**src/rtctc_defs.svh**
```systemverilog
// Offsets, field positions, reset values and timing counts of the
// time-of-day counters.
// Assumes the includer uses these as plain macros; no logic lives here.
`ifndef RTCTC_DEFS_SVH
`define RTCTC_DEFS_SVH

// ************************************************************
// Register offsets
// ************************************************************
`define RTCTC_SEC_OFS 16'hf068
`define RTCTC_MIN_OFS 16'hf069
`define RTCTC_HOUR_OFS 16'hf06a
`define RTCTC_CTL_OFS 16'hf06c

// ************************************************************
// Field positions, masks and reset values
// ************************************************************
`define RTCTC_BUSY_BIT 7
`define RTCTC_RUN_BIT 7
`define RTCTC_MODE24_BIT 6
`define RTCTC_INTSEL_BIT 3
`define RTCTC_CTL_MASK 8'hc8
`define RTCTC_CTL_RST 8'h00
`define RTCTC_SEC_RST 7'h00
`define RTCTC_MIN_RST 7'h00
`define RTCTC_HOUR_RST 6'h00
`define RTCTC_ONES_MAX 4'h9
`define RTCTC_TENS60_MAX 3'h5
`define RTCTC_HOUR24_LAST 6'h23
`define RTCTC_HOUR12_LAST 6'h11

// ************************************************************
// Timing
// ************************************************************
`define RTCTC_CLK_HZ 40000000
`define RTCTC_SEC_MS 1000
`define RTCTC_BUSY_US 62500
`define RTCTC_SEC_CYCLES (`RTCTC_CLK_HZ / 1000 * `RTCTC_SEC_MS)
`define RTCTC_BUSY_CYCLES (`RTCTC_CLK_HZ / 1000000 * `RTCTC_BUSY_US)
`define RTCTC_TICK_W 26
`define RTCTC_BUSY_W 22

`endif

```
**src/rtctc_pkg.sv**
```systemverilog
// Types shared by the time-of-day counter files.
// Assumes rtctc_defs.svh carries the numbers.
package rtctc_pkg;

  // Register port request, one cycle per strobe
  typedef struct packed {
    logic [15:0] addr;
    logic [7:0] wdata;
    logic wr;
    logic rd;
  } rtctc_req_s;

  // Update sequencer
  typedef enum logic {
    ST_IDLE = 1'b0,
    ST_BUSY = 1'b1
  } rtctc_state_e;

endpackage

```
**src/rtctc_tick_gen.sv**
```systemverilog
// One-second enable pulse divided down from the system clock.
// Assumes run comes from logic on the same clock.
`timescale 1ns/1ps
`include "rtctc_defs.svh"

module rtctc_tick_gen #(
  parameter int unsigned DIV = `RTCTC_SEC_CYCLES
) (
  input wire logic clk,
  input wire logic reset,
  input wire logic run,
  output logic tick
);

  localparam int unsigned LAST_I = DIV - 1;
  localparam logic [`RTCTC_TICK_W-1:0] LAST = LAST_I[`RTCTC_TICK_W-1:0];

  logic [`RTCTC_TICK_W-1:0] cnt_q;
  logic at_last;

  assign at_last = (cnt_q == LAST);

  // Stopping clears the prescaler so a restart gives a full second
  always_ff @(posedge clk or posedge reset)
  begin
    if (reset)
    begin
      cnt_q <= '0;
      tick <= 1'b0;
    end
    else if (!run)
    begin
      cnt_q <= '0;
      tick <= 1'b0;
    end
    else
    begin
      cnt_q <= at_last ? '0 : cnt_q + 1'b1;
      tick <= at_last;
    end
  end

endmodule

```
**src/rtctc_time_counters.sv**
```systemverilog
// Seconds, minutes and hours counters in BCD with a busy flag and a
// first control register, reached over a plain register port.
// Assumes the port master keeps one strobe per cycle and that reset,
// clock-source selection and the day-of-week counter live elsewhere.
//
// Behaviour
// - Bit 7 of every counter register reads 1 while an update is being computed and 0 otherwise.
// - The seconds ones digit steps once a second through 0 to 9.
// - Seconds and minutes tens digits count 0 to 5, giving 60 units per wrap.
// - A ones digit wrapping past 9 bumps its tens digit in the same update.
// - The minutes ones digit steps once a minute through 0 to 9.
// - The hours ones digit steps once an hour through 0 to 9.
// - The hours tens digit sits in bits 5 and 4 and runs 0 to 2.
// - The control register holds a bit choosing when periodic events fire.
// - With that bit 0 events fire in the busy period, with 1 right after it.
// - New values land about 62.5 ms after busy rises, on the same edge where busy drops.
// - Minutes advance on the once-a-minute carry out of seconds.
// - Hours advance on the minute carry and wrap after 11 or 23 by mode.
`timescale 1ns/1ps
`include "rtctc_defs.svh"

module rtctc_time_counters #(
  parameter int unsigned SEC_CYCLES = `RTCTC_SEC_CYCLES,
  parameter int unsigned BUSY_CYCLES = `RTCTC_BUSY_CYCLES
) (
  input wire logic clk,
  input wire logic reset,
  input rtctc_pkg::rtctc_req_s req,
  output logic [7:0] rd_data,
  output logic update_in_progress,
  output logic sec_event,
  output logic min_event,
  output logic hour_event,
  output logic day_event,
  output logic day_carry
);

  // ************************************************************
  // Registers and decode
  // ************************************************************
  localparam logic [`RTCTC_BUSY_W-1:0] BUSY_LOAD =
    BUSY_CYCLES[`RTCTC_BUSY_W-1:0];

  rtctc_pkg::rtctc_state_e state_q;
  logic [6:0] sec_q;
  logic [6:0] min_q;
  logic [5:0] hour_q;
  logic [7:0] ctl_q;
  logic [`RTCTC_BUSY_W-1:0] busy_cnt_q;
  logic tick;
  logic hit_sec, hit_min, hit_hour, hit_ctl;
  logic wr_sec, wr_min, wr_hour, wr_ctl;
  logic busy, start, commit, int_sel, mode24;
  logic [7:0] rd_mux;

  assign hit_sec = (req.addr == `RTCTC_SEC_OFS);
  assign hit_min = (req.addr == `RTCTC_MIN_OFS);
  assign hit_hour = (req.addr == `RTCTC_HOUR_OFS);
  assign hit_ctl = (req.addr == `RTCTC_CTL_OFS);
  assign wr_sec = req.wr && hit_sec;
  assign wr_min = req.wr && hit_min;
  assign wr_hour = req.wr && hit_hour;
  assign wr_ctl = req.wr && hit_ctl;
  assign busy = (state_q == rtctc_pkg::ST_BUSY);
  assign int_sel = ctl_q[`RTCTC_INTSEL_BIT];
  assign mode24 = ctl_q[`RTCTC_MODE24_BIT];
  assign start = tick && !busy;
  assign commit = busy && (busy_cnt_q == 1);

  // ************************************************************
  // Carry chain
  // ************************************************************
  logic sec_ones_wrap, min_ones_wrap, hour_ones_wrap;
  logic sec_wrap, min_wrap, hour_wrap;
  logic [5:0] hour_last;
  logic [6:0] sec_next, min_next;
  logic [5:0] hour_next;

  // Greater-or-equal so a bad written digit still folds back to 0
  assign sec_ones_wrap = (sec_q[3:0] >= `RTCTC_ONES_MAX);
  assign min_ones_wrap = (min_q[3:0] >= `RTCTC_ONES_MAX);
  assign hour_ones_wrap = (hour_q[3:0] >= `RTCTC_ONES_MAX);
  assign sec_wrap = sec_ones_wrap && (sec_q[6:4] >= `RTCTC_TENS60_MAX);
  assign min_wrap = min_ones_wrap && (min_q[6:4] >= `RTCTC_TENS60_MAX);
  assign hour_last = mode24 ? `RTCTC_HOUR24_LAST : `RTCTC_HOUR12_LAST;
  assign hour_wrap = (hour_q >= hour_last);

  // Ones step, tens bump on ones wrap, seconds and minutes clear on 60, hours past hour_last
  assign sec_next = sec_wrap ? 7'h00 :
    sec_ones_wrap ? {sec_q[6:4] + 3'h1, 4'h0} :
    sec_q + 7'h01;
  assign min_next = !sec_wrap ? min_q :
    min_wrap ? 7'h00 :
    min_ones_wrap ? {min_q[6:4] + 3'h1, 4'h0} :
    min_q + 7'h01;
  assign hour_next = !(sec_wrap && min_wrap) ? hour_q :
    hour_wrap ? 6'h00 :
    hour_ones_wrap ? {hour_q[5:4] + 2'h1, 4'h0} :
    hour_q + 6'h01;

  rtctc_tick_gen #(
    .DIV(SEC_CYCLES)
  ) u_tick (
    .clk(clk),
    .reset(reset),
    .run(ctl_q[`RTCTC_RUN_BIT]),
    .tick(tick)
  );

  // ************************************************************
  // Update sequencer
  // ************************************************************
  // Busy spans the whole recompute; values move only at its end
  always_ff @(posedge clk or posedge reset)
  begin
    if (reset)
    begin
      state_q <= rtctc_pkg::ST_IDLE;
      busy_cnt_q <= '0;
    end
    else
    begin
      unique case (state_q)
        rtctc_pkg::ST_IDLE:
        begin
          if (start)
          begin
            state_q <= rtctc_pkg::ST_BUSY;
            busy_cnt_q <= BUSY_LOAD;
          end
        end
        rtctc_pkg::ST_BUSY:
        begin
          busy_cnt_q <= busy_cnt_q - 1'b1;
          if (commit)
          begin
            state_q <= rtctc_pkg::ST_IDLE;
          end
        end
      endcase
    end
  end

  // Counters: a write in the commit cycle wins, so software can set time
  always_ff @(posedge clk or posedge reset)
  begin
    if (reset)
    begin
      sec_q <= `RTCTC_SEC_RST;
      min_q <= `RTCTC_MIN_RST;
      hour_q <= `RTCTC_HOUR_RST;
      ctl_q <= `RTCTC_CTL_RST;
    end
    else
    begin
      sec_q <= wr_sec ? req.wdata[6:0] : commit ? sec_next : sec_q;
      min_q <= wr_min ? req.wdata[6:0] : commit ? min_next : min_q;
      hour_q <= wr_hour ? req.wdata[5:0] :
        commit ? hour_next : hour_q;
      ctl_q <= wr_ctl ? (req.wdata & `RTCTC_CTL_MASK) : ctl_q;
    end
  end

  // ************************************************************
  // Events and read port
  // ************************************************************
  logic fire;

  assign fire = (start && !int_sel) || (commit && int_sel);

  // Events fire at busy rise or on the first idle cycle after it
  always_ff @(posedge clk or posedge reset)
  begin
    if (reset)
    begin
      sec_event <= 1'b0;
      min_event <= 1'b0;
      hour_event <= 1'b0;
      day_event <= 1'b0;
      day_carry <= 1'b0;
    end
    else
    begin
      sec_event <= fire;
      min_event <= fire && sec_wrap;
      hour_event <= fire && sec_wrap && min_wrap;
      day_event <= fire && sec_wrap && min_wrap && hour_wrap;
      day_carry <= commit && sec_wrap && min_wrap && hour_wrap;
    end
  end

  // Bit 7 of the counter registers is the live busy state, never stored
  assign rd_mux = hit_sec ? {busy, sec_q} :
    hit_min ? {busy, min_q} :
    hit_hour ? {busy, 1'b0, hour_q} :
    hit_ctl ? ctl_q : 8'h00;
  assign update_in_progress = busy;

  always_ff @(posedge clk or posedge reset)
  begin
    if (reset)
      rd_data <= 8'h00;
    else
      rd_data <= req.rd ? rd_mux : 8'h00;
  end

  logic [`RTCTC_BUSY_W:0] busy_len_q;
  logic plain;

  // Busy length measured independently of the down counter
  always_ff @(posedge clk or posedge reset)
  begin
    if (reset)
      busy_len_q <= '0;
    else
      busy_len_q <= busy ? busy_len_q + 1'b1 : '0;
  end
  assign plain = commit && !req.wr;
endmodule

```
**config.mk**
```make
export PLATFORM = sky130hd
export DESIGN_NAME = rtctc_time_counters
export DESIGN_NICKNAME = d
export VERILOG_FILES = /design/src/rtctc_pkg.sv /design/src/rtctc_tick_gen.sv /design/src/rtctc_time_counters.sv
export VERILOG_INCLUDE_DIRS = /design/src
export SDC_FILE = /design/constraint.sdc
export NUM_CORES = 1
export LEC_CHECK = 0
export BUFFER_PORTS_ARGS = -buffer_cell sky130_fd_sc_hd__clkbuf_2
export CORE_MARGIN = 4
export CORE_UTILIZATION = 60
export DETAILED_ROUTE_END_ITERATION = 10
export PLACE_DENSITY = 0.85
export SLEW_MARGIN = 20
export SYNTH_ARGS = -nofsm -noshare
export SYNTH_HDL_FRONTEND = slang
export SYNTH_HIERARCHICAL = 1
export SYNTH_SLANG_ARGS = --single-unit
```
**constraint.sdc**
```tcl
create_clock -name clk -period 7.4 [get_ports clk]
set_input_delay 0.74 -clock clk [delete_from_list [all_inputs] [get_ports clk]]
set_output_delay 0.74 -clock clk [all_outputs]
set_load 0.01 [all_outputs]
```
======== Yosys cells after proc, flatten, opt, wreduce, memory -nomap -nowiden ========
Index checks and enable logic that the tools add are counted.
word-level totals
  register bits ........................... 86
  input port bits ......................... 28
  output and inout port bits .............. 14
operators by class
  add/subtract/negate cells ............... 8
  $lt $le $gt $ge ......................... 6
  equality and inequality tests ........... 7
  muxes and demuxes ....................... 28
  bitwise gates (word level) .............. 1
  reductions and logical operators ........ 27
operators with widths
  operator                                                                 number
  16-bit equality test (second input constant)                             4
  7-bit two-way mux                                                        9
  26-bit two-way mux                                                       2
  22-bit case mux with 2 select lines                                      1
  8-bit two-way mux                                                        5
  6-bit two-way mux                                                        6
  26-bit by 1-bit adder with 26-bit output (second input constant)         1
  26-bit equality test (second input constant)                             1
  22-bit by 1-bit equality test with 1-bit output (second input constant)  1
  22-bit two-way mux                                                       1
  22-bit by 1-bit subtractor with 22-bit output (second input constant)    1
  1-bit logical AND                                                        17
  7-bit by 1-bit adder with 7-bit output (second input constant)           2
  4-bit greater-or-equal comparator (second input constant)                3
  2-bit nonzero test                                                       5
  3-bit by 1-bit adder with 3-bit output (second input constant)           2
  6-bit by 1-bit adder with 6-bit output (second input constant)           1
  3-bit greater-or-equal comparator (second input constant)                2
  6-bit greater-or-equal comparator                                        1
  2-bit AND reduction                                                      2
  1-bit two-way mux                                                        3
  2-bit by 1-bit adder with 2-bit output (second input constant)           1
  1-bit zero test                                                          2
  2-bit != test (second input constant)                                    1
  other kinds (3)                                                          3

======== Longest topological paths before layout ========
Gate-level depths: netlist of run 1.
  word-level depth ........................ 7
  gate-level depth with buffers ........... 8

======== By module ========
Netlist of run 1, hierarchy kept.
modules (own cells, without submodules)
  module               times used  cells an instance  area each (µm²)  seq. area each (µm²)
  rtctc_time_counters  1           376                3512.1           1476.4
  rtctc_tick_gen       1           152                1485.2           675.6

======== Least setup slack after synthesis of run 1 ========
Ideal clock, no wire load.
  path kind ............................... input to register
  start point ............................. in req[19] (netlist bit)
  end point ............................... reg rd_data[4]
  arrival time ............................ 2576 ps
  data required time ...................... 7299 ps
  setup slack ............................. 4723 ps
  stages .................................. 5
  buffers on the path ..................... 0
  path through ............................ or4_1 nor4_1 nor3b_1 nor2_1 nor4_1
between the ends
  longest elaborated chain between the ends .. 5
  elaborated cells between the ends (all ways) .. 7
  those cells by class .................... eq/ne (3); mux (4)
ends and longest elaborated chain
  element                         RTL line                    source
  start: declaration              rtctc_time_counters.sv:28   input rtctc_pkg::rtctc_req_s req,
  16-bit equality test (no line)  n/a
  8-bit two-way mux               rtctc_time_counters.sv:195  hit_hour ? {busy, 1'b0, hour_q} :
  8-bit two-way mux               rtctc_time_counters.sv:194  hit_min ? {busy, min_q} :
  8-bit two-way mux *             rtctc_time_counters.sv:193  assign rd_mux = hit_sec ? {busy, sec_q} :
  8-bit two-way mux *             rtctc_time_counters.sv:204  rd_data <= req.rd ? rd_mux : 8'h00;
  end signal: assignment          rtctc_time_counters.sv:204
  end: declaration                rtctc_time_counters.sv:29   output logic [7:0] rd_data,
Every way passes the cells marked *; elsewhere a longest branch is shown, timed or not.
A chain may end at the register's enable or synchronous reset.

======== Final worst setup path of run 1 ========
  start point ............................. reg state_q, in the netlist update_in_progress
  end point ............................... reg hour_q[3]
between the ends
  longest elaborated chain between the ends .. 3
ends and longest elaborated chain
  element                        RTL line                    source
  start: declaration             rtctc_time_counters.sv:44   rtctc_pkg::rtctc_state_e state_q;
  start signal: assignment       rtctc_time_counters.sv:118  state_q <= rtctc_pkg::ST_IDLE;
  start signal: assignment       rtctc_time_counters.sv:128  state_q <= rtctc_pkg::ST_BUSY;
  start signal: assignment       rtctc_time_counters.sv:137  state_q <= rtctc_pkg::ST_IDLE;
  1-bit logical AND              rtctc_time_counters.sv:68   assign commit = busy && (busy_cnt_q == 1);
  2-bit nonzero test (no line)   n/a
  2-bit AND reduction (no line)  n/a
  end signal: assignment         rtctc_time_counters.sv:151  hour_q <= `RTCTC_HOUR_RST;
  end signal: assignment         rtctc_time_counters.sv:158  hour_q <= wr_hour ? req.wdata[5:0] :
  end: declaration               rtctc_time_counters.sv:47   logic [5:0] hour_q;
Every way passes these cells.

==> results of run 1 <==
path summary, 6_finish.rpt:
check,from,end,slack (ps)
worst max-delay path,update_in_progress,hour_q[3],4160
worst min-delay path,busy_cnt_q[15],busy_cnt_q[15],490
worst max register to register,update_in_progress,hour_q[3],4160
worst min register to register,busy_cnt_q[15],busy_cnt_q[15],490
max in group asynchronous,reset,u_tick/cnt_q[21],6150
min in group asynchronous,reset,update_in_progress,600
sequential cells by signal, indices dropped and copies added (netlist names):
| signal | count |
|---|---|
| day_event | 1 |
| sec_q | 7 |
| update_in_progress | 1 |
| min_event | 1 |
| sec_event | 1 |
| u_tick/tick | 1 |
| busy_cnt_q | 22 |
| u_tick/cnt_q | 26 |
| hour_event | 1 |
| rd_data | 8 |
| hour_q | 6 |
| day_carry | 1 |
| min_q | 7 |
| ctl_q | 3 |
routing by layer:
metal	up-vias	global-route usage, %
met5	-	0
met4	0	9.03
met3	36	5.96
met2	161	40.3
met1	2145	31.6
li1	2018	-
report_power, final:
part	leakage (nW)	switching (W)	total [W]	internal [W]
combinational	1.16	0.0000198	0.0000277	0.00000796
clock	0.121	0.000187	0.000394	0.000207
sequential	1.11	0.0000000797	0.000470	0.000470
worst register-to-register path, stage by stage (launching register included):
cell                      delay (ps)
sky130_fd_sc_hd__dfrtp_1         650
sky130_fd_sc_hd__or4b_1          560
sky130_fd_sc_hd__nor4_1          780
sky130_fd_sc_hd__nand4_1         510
sky130_fd_sc_hd__or2_2           450
sky130_fd_sc_hd__a31o_2          200
per-stage QoR:
step / setup slack (ps) / total power (W) / hold WS, ps
4_1_cts: 4220 / 0.000894 / 494
2_1_floorplan: 4720 / 0.000491 / 444
3_5_place_dp: 4190 / 0.000506 / 478
6_report: 4160 / 0.000891 / 490
3_3_place_gp: 4260 / 0.000506 / 465
5_1_grt: 4020 / 0.000921 / 535
synth_stat cells (4+ instances only):
| cell | n | area, sq um |
|---|---|---|
| sky130_fd_sc_hd__a211oi_1 | 4 | 30.0 |
| sky130_fd_sc_hd__a21oi_1 | 35 | 175 |
| sky130_fd_sc_hd__a31oi_1 | 5 | 31.3 |
| sky130_fd_sc_hd__a32oi_1 | 4 | 35.0 |
| sky130_fd_sc_hd__and2_1 | 4 | 25.0 |
| sky130_fd_sc_hd__and3_1 | 5 | 31.3 |
| sky130_fd_sc_hd__and4_1 | 5 | 43.8 |
| sky130_fd_sc_hd__clkbuf_1 | 11 | 41.3 |
| sky130_fd_sc_hd__dfrtp_1 | 86 | 2150 |
| sky130_fd_sc_hd__ha_1 | 20 | 250 |
| sky130_fd_sc_hd__inv_1 | 22 | 82.6 |
| sky130_fd_sc_hd__mux2_2 | 7 | 78.8 |
| sky130_fd_sc_hd__mux2i_1 | 16 | 160 |
| sky130_fd_sc_hd__nand2_1 | 38 | 143 |
| sky130_fd_sc_hd__nand2b_1 | 4 | 25.0 |
| sky130_fd_sc_hd__nand3_1 | 19 | 95.1 |
| sky130_fd_sc_hd__nand4_1 | 12 | 75.1 |
| sky130_fd_sc_hd__nand4b_1 | 5 | 43.8 |
| sky130_fd_sc_hd__nor2_1 | 63 | 236 |
| sky130_fd_sc_hd__nor2b_1 | 8 | 50.1 |
| sky130_fd_sc_hd__nor3_1 | 12 | 60.1 |
| sky130_fd_sc_hd__nor3b_1 | 5 | 37.5 |
| sky130_fd_sc_hd__nor4_1 | 18 | 113 |
| sky130_fd_sc_hd__o21ai_0 | 21 | 105 |
| sky130_fd_sc_hd__o31a_2 | 4 | 40.0 |
| sky130_fd_sc_hd__o31ai_1 | 10 | 75.1 |
| sky130_fd_sc_hd__or3_1 | 6 | 37.5 |
| sky130_fd_sc_hd__or4_1 | 12 | 90.1 |
| sky130_fd_sc_hd__or4_4 | 4 | 45.0 |
| sky130_fd_sc_hd__xnor2_1 | 7 | 61.3 |
| sky130_fd_sc_hd__xor2_1 | 5 | 43.8 |
kinds of logic (layout without fill, tap and decap cells):
kind of cell | after synthesis | after routing | synth area share [%]
AOI/OAI and AO/OA | 102 | 102 | 13.3
adders and majority gates | 20 | 20 | 5.01
muxes | 23 | 23 | 4.78
buffers and inverters | 40 | 81 | 4.21
and+or+nand+nor | 245 | 245 | 27.5
xor gates and xnor gates | 12 | 12 | 2.10
DFF | 86 | 86 | 43.1
final cells by class:
class	instances	area [sq um]	area share, %
multi-input combinational	402	2640	48.3
clock inverter	6	100	1.83
tap	105	131	2.41
timing repair buffer	43	220	4.03
sequential	86	2150	39.4
clock buffer	10	138	2.52
inverter	22	82.6	1.51
==> impl_metrics.prom, run 1 <==
# TYPE chip_impl_metric gauge
chip_impl_info{name="end_kind",value="register"} 1
chip_impl_metric{name="diodes",unit=""} 0
chip_impl_info{name="layout_common_cells",value="86 x sky130_fd_sc_hd__dfrtp_1, 63 x sky130_fd_sc_hd__nor2_1, 41 x sky130_fd_sc_hd__clkbuf_2"} 1
chip_impl_metric{name="stdcell_count",unit=""} 674
chip_impl_metric{name="hold_viol_final",unit=""} 0
chip_impl_metric{name="worst-endpoint-arrival",unit="ps"} 3500
chip_impl_metric{name="buffer_ports.inserted",unit=""} 41
chip_impl_metric{name="h-tree-depth",unit=""} 3
chip_impl_metric{name="timing.critical_path.required",unit="ps"} 7660
chip_impl_metric{name="async_reset_ff_share",unit="%"} 100
chip_impl_metric{name="synth_enable_flop_cells",unit=""} 0
chip_impl_info{name="criticalPathCategory",value="register to register"} 1
chip_impl_info{name="synth_top_flop_cell",value="sky130_fd_sc_hd__dfrtp_1"} 1
chip_impl_metric{name="placed_cells_incl_taps",unit=""} 658
chip_impl_metric{name="gr-total-overflow",unit=""} 0
chip_impl_metric{name="die_x",unit="um"} 99.3
chip_impl_metric{name="timing.critical_path.buf_inv",unit=""} 0
chip_impl_metric{name="post_synth.cell_area_avg",unit="sq um"} 9.46
chip_impl_metric{name="cts_buffers",unit=""} 9
chip_impl_metric{name="first_pass_iters",unit=""} 5
chip_impl_metric{name="postSynthNetCount",unit=""} 576
chip_impl_metric{name="worst_path_largest_cell_delay",unit="ps"} 780
chip_impl_metric{name="max-clock-path-buffers",unit=""} 2
chip_impl_metric{name="path_depth",unit=""} 5
chip_impl_metric{name="drv_slew",unit=""} 0
chip_impl_metric{name="die-area",unit="sq um"} 9850
chip_impl_metric{name="detailed_place.area",unit="sq um"} 5220
chip_impl_metric{name="drive_gt1_share",unit="%"} 15.8
chip_impl_metric{name="path_clk_slew",unit="ps"} 100
chip_impl_metric{name="clock_skew_after_layout",unit="ps"} 12.3
chip_impl_info{name="run_status",value="finished clean"} 1
chip_impl_metric{name="finalSetupTns",unit="ps"} 0
chip_impl_metric{name="globalRouteTotalUtil",unit="%"} 24.5
chip_impl_metric{name="power.static_leakage",unit="nW"} 2.40
chip_impl_metric{name="floorplan.rows",unit=""} 33
chip_impl_metric{name="met2RoutedLength",unit="mm"} 5.73
chip_impl_info{name="cts_root_buf",value="sky130_fd_sc_hd__clkbuf_8"} 1
chip_impl_metric{name="yosys_warnings",unit=""} 6
chip_impl_metric{name="netlist_area",unit="sq um"} 5000
chip_impl_metric{name="post_syn_instances",unit=""} 528
chip_impl_metric{name="vdd_drop_max",unit="V"} 0.000111
chip_impl_metric{name="finalNetCount",unit=""} 612
chip_impl_metric{name="antenna_found_initial",unit=""} 0
chip_impl_info{name="topRoutingLayerUsed",value="met4"} 1
chip_impl_metric{name="routed_via_density",unit=""} 6.47
chip_impl_metric{name="initial_core_utilization",unit="%"} 61.1
chip_impl_info{name="cp_cell_sequence",value="or4b_1, nor4_1, nand4_1, or2_2, a31o_2"} 1
chip_impl_metric{name="clock.fmax",unit="MHz"} 309
chip_impl_metric{name="drt_iter0_markers",unit=""} 371
chip_impl_metric{name="setup_repair_bufs_after_cts",unit=""} 0
chip_impl_metric{name="max_slew_headroom_at_the_worst_pin",unit="%"} 31.7
chip_impl_info{name="classification_of_the_worst_slack_hold_path",value="register to register"} 1
chip_impl_info{name="crit_family",value="simple AND/OR/NAND/NOR gates"} 1
chip_impl_metric{name="final_non_filler_cell_area",unit="sq um"} 5460
chip_impl_metric{name="setup_viol_count_final",unit=""} 0
chip_impl_metric{name="grt_pass1_vias",unit=""} 4197
chip_impl_metric{name="whs_path_depth",unit=""} 1
chip_impl_metric{name="synth_seq_area_share",unit="%"} 43.1
chip_impl_metric{name="ant_nets",unit=""} 0
chip_impl_metric{name="postSynthRegisterBits",unit=""} 86
chip_impl_info{name="layout.cells.most_common",value="sky130_fd_sc_hd__dfrtp_1"} 1
chip_impl_metric{name="grt_max_degree",unit=""} 60
chip_impl_metric{name="period_minus_slack",unit="ps"} 3240
chip_impl_metric{name="final_core_util",unit="%"} 66.8
chip_impl_metric{name="hpwl",unit="mm"} 8.29
chip_impl_metric{name="met3RoutedLength",unit="um"} 724
chip_impl_metric{name="timing.final.crit_share",unit="%"} 43.8
chip_impl_metric{name="io_pins",unit=""} 42
chip_impl_metric{name="wl",unit="mm"} 11.7
chip_impl_metric{name="chipHeight",unit="um"} 99.3
chip_impl_metric{name="areaGrowthSynthToFinish",unit="%"} 9.24
chip_impl_metric{name="insertion_delay",unit="ps"} 370
chip_impl_info{name="critical_path.startpoint_type",value="register"} 1
chip_impl_metric{name="cts_resized",unit=""} 0
chip_impl_metric{name="vias",unit=""} 4360
chip_impl_metric{name="cts_hold_repair.buffers",unit=""} 0
chip_impl_info{name="cts_tree",value="yes"} 1
chip_impl_metric{name="m1WireLength",unit="mm"} 4.87
chip_impl_metric{name="detail_route.wl_per_cell",unit="um"} 17.3
chip_impl_metric{name="worst-slew-pin-transition",unit="ps"} 1020
chip_impl_info{name="slowest_cell_on_the_critical_path",value="sky130_fd_sc_hd__nor4_1"} 1
chip_impl_metric{name="timing.max_cap.violations",unit=""} 0
chip_impl_metric{name="yosysUniqueCellTypes",unit=""} 61
chip_impl_metric{name="pwr_density_cell",unit="nW/um^2"} 163
chip_impl_metric{name="reg2reg_depth",unit=""} 5
chip_impl_metric{name="remaining_drc_errors",unit=""} 0
chip_impl_metric{name="grt_first_pass_wirelength",unit="mm"} 19.7
chip_impl_metric{name="cts_sink_count",unit=""} 86
chip_impl_metric{name="num-fill-cells",unit=""} 647
chip_impl_metric{name="core_region_area",unit="sq um"} 8180
chip_impl_info{name="rsz0062_at_grt",value="false"} 1
chip_impl_metric{name="worstPathMaxFanout",unit=""} 16
chip_impl_metric{name="globalplace.congestion",unit=""} 0.925
(Power assumes the default switching activity.)
==> inputs of run 2 (changes only) <==
--- a/config.mk
+++ b/config.mk
@@ -8,9 +8,9 @@
 export LEC_CHECK = 0
 export BUFFER_PORTS_ARGS = -buffer_cell sky130_fd_sc_hd__clkbuf_2
 export CORE_MARGIN = 4
-export CORE_UTILIZATION = 60
+export CORE_UTILIZATION = 54
 export DETAILED_ROUTE_END_ITERATION = 10
-export PLACE_DENSITY = 0.85
+export PLACE_DENSITY = 0.81
 export SLEW_MARGIN = 20
 export SYNTH_ARGS = -nofsm -noshare
 export SYNTH_HDL_FRONTEND = slang
==> constraint.sdc (replaced) <==
create_clock -name clk -period 2.9 [get_ports clk]
set_input_delay 0.29 -clock clk [delete_from_list [all_inputs] [get_ports clk]]
set_output_delay 0.29 -clock clk [all_outputs]
set_load 0.01 [all_outputs]
==> impl_metrics.prom, run 2 (synthesized netlist as in run 1, its figures left out) <==
# TYPE chip_impl_metric gauge
chip_impl_info{name="critical_path.startpoint_type",value="register"} 1
chip_impl_info{name="layout.cells.most_common",value="sky130_fd_sc_hd__dfrtp_1"} 1
chip_impl_metric{name="max_slew_headroom_at_the_worst_pin",unit="%"} 35.2
chip_impl_metric{name="cts_buffers",unit=""} 9
chip_impl_metric{name="num-fill-cells",unit=""} 701
chip_impl_metric{name="core_region_area",unit="sq um"} 8850
chip_impl_metric{name="met3RoutedLength",unit="um"} 720
chip_impl_metric{name="power.static_leakage",unit="nW"} 2.46
chip_impl_metric{name="drive_gt1_share",unit="%"} 17.1
chip_impl_info{name="topRoutingLayerUsed",value="met4"} 1
chip_impl_metric{name="routed_via_density",unit=""} 6.31
chip_impl_metric{name="io_pins",unit=""} 42
chip_impl_metric{name="globalplace.congestion",unit=""} 0.926
chip_impl_metric{name="ant_nets",unit=""} 0
chip_impl_info{name="rsz0062_at_grt",value="false"} 1
chip_impl_info{name="top_register",value="u_tick/cnt_q"} 1
chip_impl_metric{name="chipHeight",unit="um"} 104
chip_impl_metric{name="initial_core_utilization",unit="%"} 56.5
chip_impl_metric{name="insertion_delay",unit="ps"} 360
chip_impl_metric{name="diodes",unit=""} 0
chip_impl_metric{name="finalNetCount",unit=""} 623
chip_impl_info{name="end_kind",value="register"} 1
chip_impl_metric{name="die_x",unit="um"} 104
chip_impl_metric{name="die-area",unit="sq um"} 10900
chip_impl_info{name="layout_common_cells",value="86 x sky130_fd_sc_hd__dfrtp_1, 63 x sky130_fd_sc_hd__nor2_1, 41 x sky130_fd_sc_hd__clkbuf_2"} 1
chip_impl_metric{name="worstPathMaxFanout",unit=""} 6
chip_impl_metric{name="worst-endpoint-arrival",unit="ps"} 2930
chip_impl_info{name="reg.largest.list",value="u_tick/cnt_q (26), busy_cnt_q (22), rd_data (8)"} 1
chip_impl_info{name="cts_tree",value="yes"} 1
chip_impl_metric{name="clock_skew_after_layout",unit="ps"} 12.5
chip_impl_metric{name="pwr_density_cell",unit="nW/um^2"} 424
chip_impl_metric{name="path_clk_slew",unit="ps"} 90
chip_impl_metric{name="period_minus_slack",unit="ps"} 2650
chip_impl_metric{name="grt_max_degree",unit=""} 60
chip_impl_metric{name="gr-total-overflow",unit=""} 0
chip_impl_metric{name="timing.final.crit_share",unit="%"} 91.4
chip_impl_metric{name="buffer_ports.inserted",unit=""} 41
chip_impl_metric{name="antenna_found_initial",unit=""} 0
chip_impl_metric{name="finalSetupTns",unit="ps"} 0
chip_impl_metric{name="h-tree-depth",unit=""} 3
chip_impl_metric{name="m1WireLength",unit="mm"} 4.96
chip_impl_metric{name="grt_first_pass_wirelength",unit="mm"} 19.8
chip_impl_metric{name="flip_flop_count_of_the_largest_register_all_copies_and_words_added",unit=""} 26
chip_impl_metric{name="first_pass_iters",unit=""} 4
chip_impl_metric{name="drv_slew",unit=""} 0
chip_impl_metric{name="hold_viol_final",unit=""} 0
chip_impl_metric{name="drt_iter0_markers",unit=""} 341
chip_impl_metric{name="vias",unit=""} 4339
chip_impl_info{name="run_status",value="finished clean"} 1
chip_impl_metric{name="detail_route.wl_per_cell",unit="um"} 16.8
chip_impl_metric{name="cts_sink_count",unit=""} 86
chip_impl_metric{name="worst-slew-pin-transition",unit="ps"} 966
chip_impl_metric{name="wl",unit="mm"} 11.6
chip_impl_metric{name="clock.fmax",unit="MHz"} 377
chip_impl_metric{name="globalRouteTotalUtil",unit="%"} 21.9
chip_impl_metric{name="hpwl",unit="mm"} 8.24
chip_impl_info{name="cts_root_buf",value="sky130_fd_sc_hd__clkbuf_8"} 1
chip_impl_info{name="classification_of_the_worst_slack_hold_path",value="input port to register"} 1
chip_impl_metric{name="timing.max_cap.violations",unit=""} 0
chip_impl_metric{name="setup_repair_bufs_after_cts",unit=""} 0
chip_impl_metric{name="floorplan.rows",unit=""} 34
chip_impl_metric{name="grt_pass1_vias",unit=""} 4141
chip_impl_metric{name="remaining_drc_errors",unit=""} 0
chip_impl_metric{name="final_core_util",unit="%"} 63.1
chip_impl_metric{name="timing.critical_path.required",unit="ps"} 3180
chip_impl_info{name="criticalPathCategory",value="register to register"} 1
chip_impl_metric{name="max-clock-path-buffers",unit=""} 2
chip_impl_metric{name="met2RoutedLength",unit="mm"} 5.56
chip_impl_metric{name="vdd_drop_max",unit="V"} 0.000250
chip_impl_metric{name="areaGrowthSynthToFinish",unit="%"} 11.7
chip_impl_metric{name="setup_viol_count_final",unit=""} 0
[run 2: cell count changes in the layout (fill, tap and decap cells not counted), sizes merged]
cell / before / now
clkinv: 0 / 3
dlygate4sd3: 0 / 1
bufinv: 2 / 4
inv: 26 / 21
buf: 2 / 12
[run 2: stage by stage]
stage          setup slack (ps)  cell area, sq um  hold WS, ps  std cells  total power [W]
3_5_place_dp                270              5310          383        671          0.00129
2_1_floorplan               274              5000          343        528          0.00125
6_report                    249              5580          160        688          0.00237
5_1_grt                     144              5580          151        688          0.00245
3_3_place_gp                314              5310          379        671          0.00129
4_1_cts                     258              5580          157        688          0.00238
[run 2: cell type report]
class                      instances  area [sq um]  area share, %
multi-input combinational        402          2640           47.2
inverter                          22          82.6           1.48
sequential                        86          2150           38.5
tap                              108           135           2.42
clock inverter                     6           134           2.40
timing repair buffer              54           318           5.69
clock buffer                      10           128           2.29
[run 2: repair_timing]
action | 4_1_cts | 5_1_grt
resized for setup | 0 | 0
hold buffers | 1 | 0
hold endpoints to repair | 23 | 0
setup endpoints to repair | 0 | 0
[run 2: worst paths after layout]
check / startpoint / endpoint / slack, ps / cells after the start
max in group asynchronous: reset / u_tick/cnt_q[15] / 1870 / 3
worst min register to register: busy_cnt_q[14] / busy_cnt_q[14] / 500 / 1
min in group asynchronous: reset / busy_cnt_q[2] / 540 / 4
worst max-delay path: busy_cnt_q[16] / hour_q[2] / 250 / 5
worst min-delay path: req[9] / ctl_q[7] / 160 / 2
worst max register to register: busy_cnt_q[16] / hour_q[2] / 250 / 5
[run 2: critical path, cell delays in order, from the launching register on]
cell                      delay, ps
sky130_fd_sc_hd__dfrtp_1        440
sky130_fd_sc_hd__or4_4          560
sky130_fd_sc_hd__or4_1          510
sky130_fd_sc_hd__or4_4          540
sky130_fd_sc_hd__o41a_1         380
sky130_fd_sc_hd__a21oi_1        150
[run 2: metal layers]
layer,vias up,global-route usage [%]
li1,2055,-
met1,2082,28.2
met2,164,35.6
met3,38,4.35
met4,0,10.4
met5,-,0
[run 2: power breakdown]
group	switching, W	internal [W]	total [W]
Sequential	0.000000204	0.00120	0.00120
Clock	0.000441	0.000660	0.00110
Combinational	0.0000474	0.0000231	0.0000705
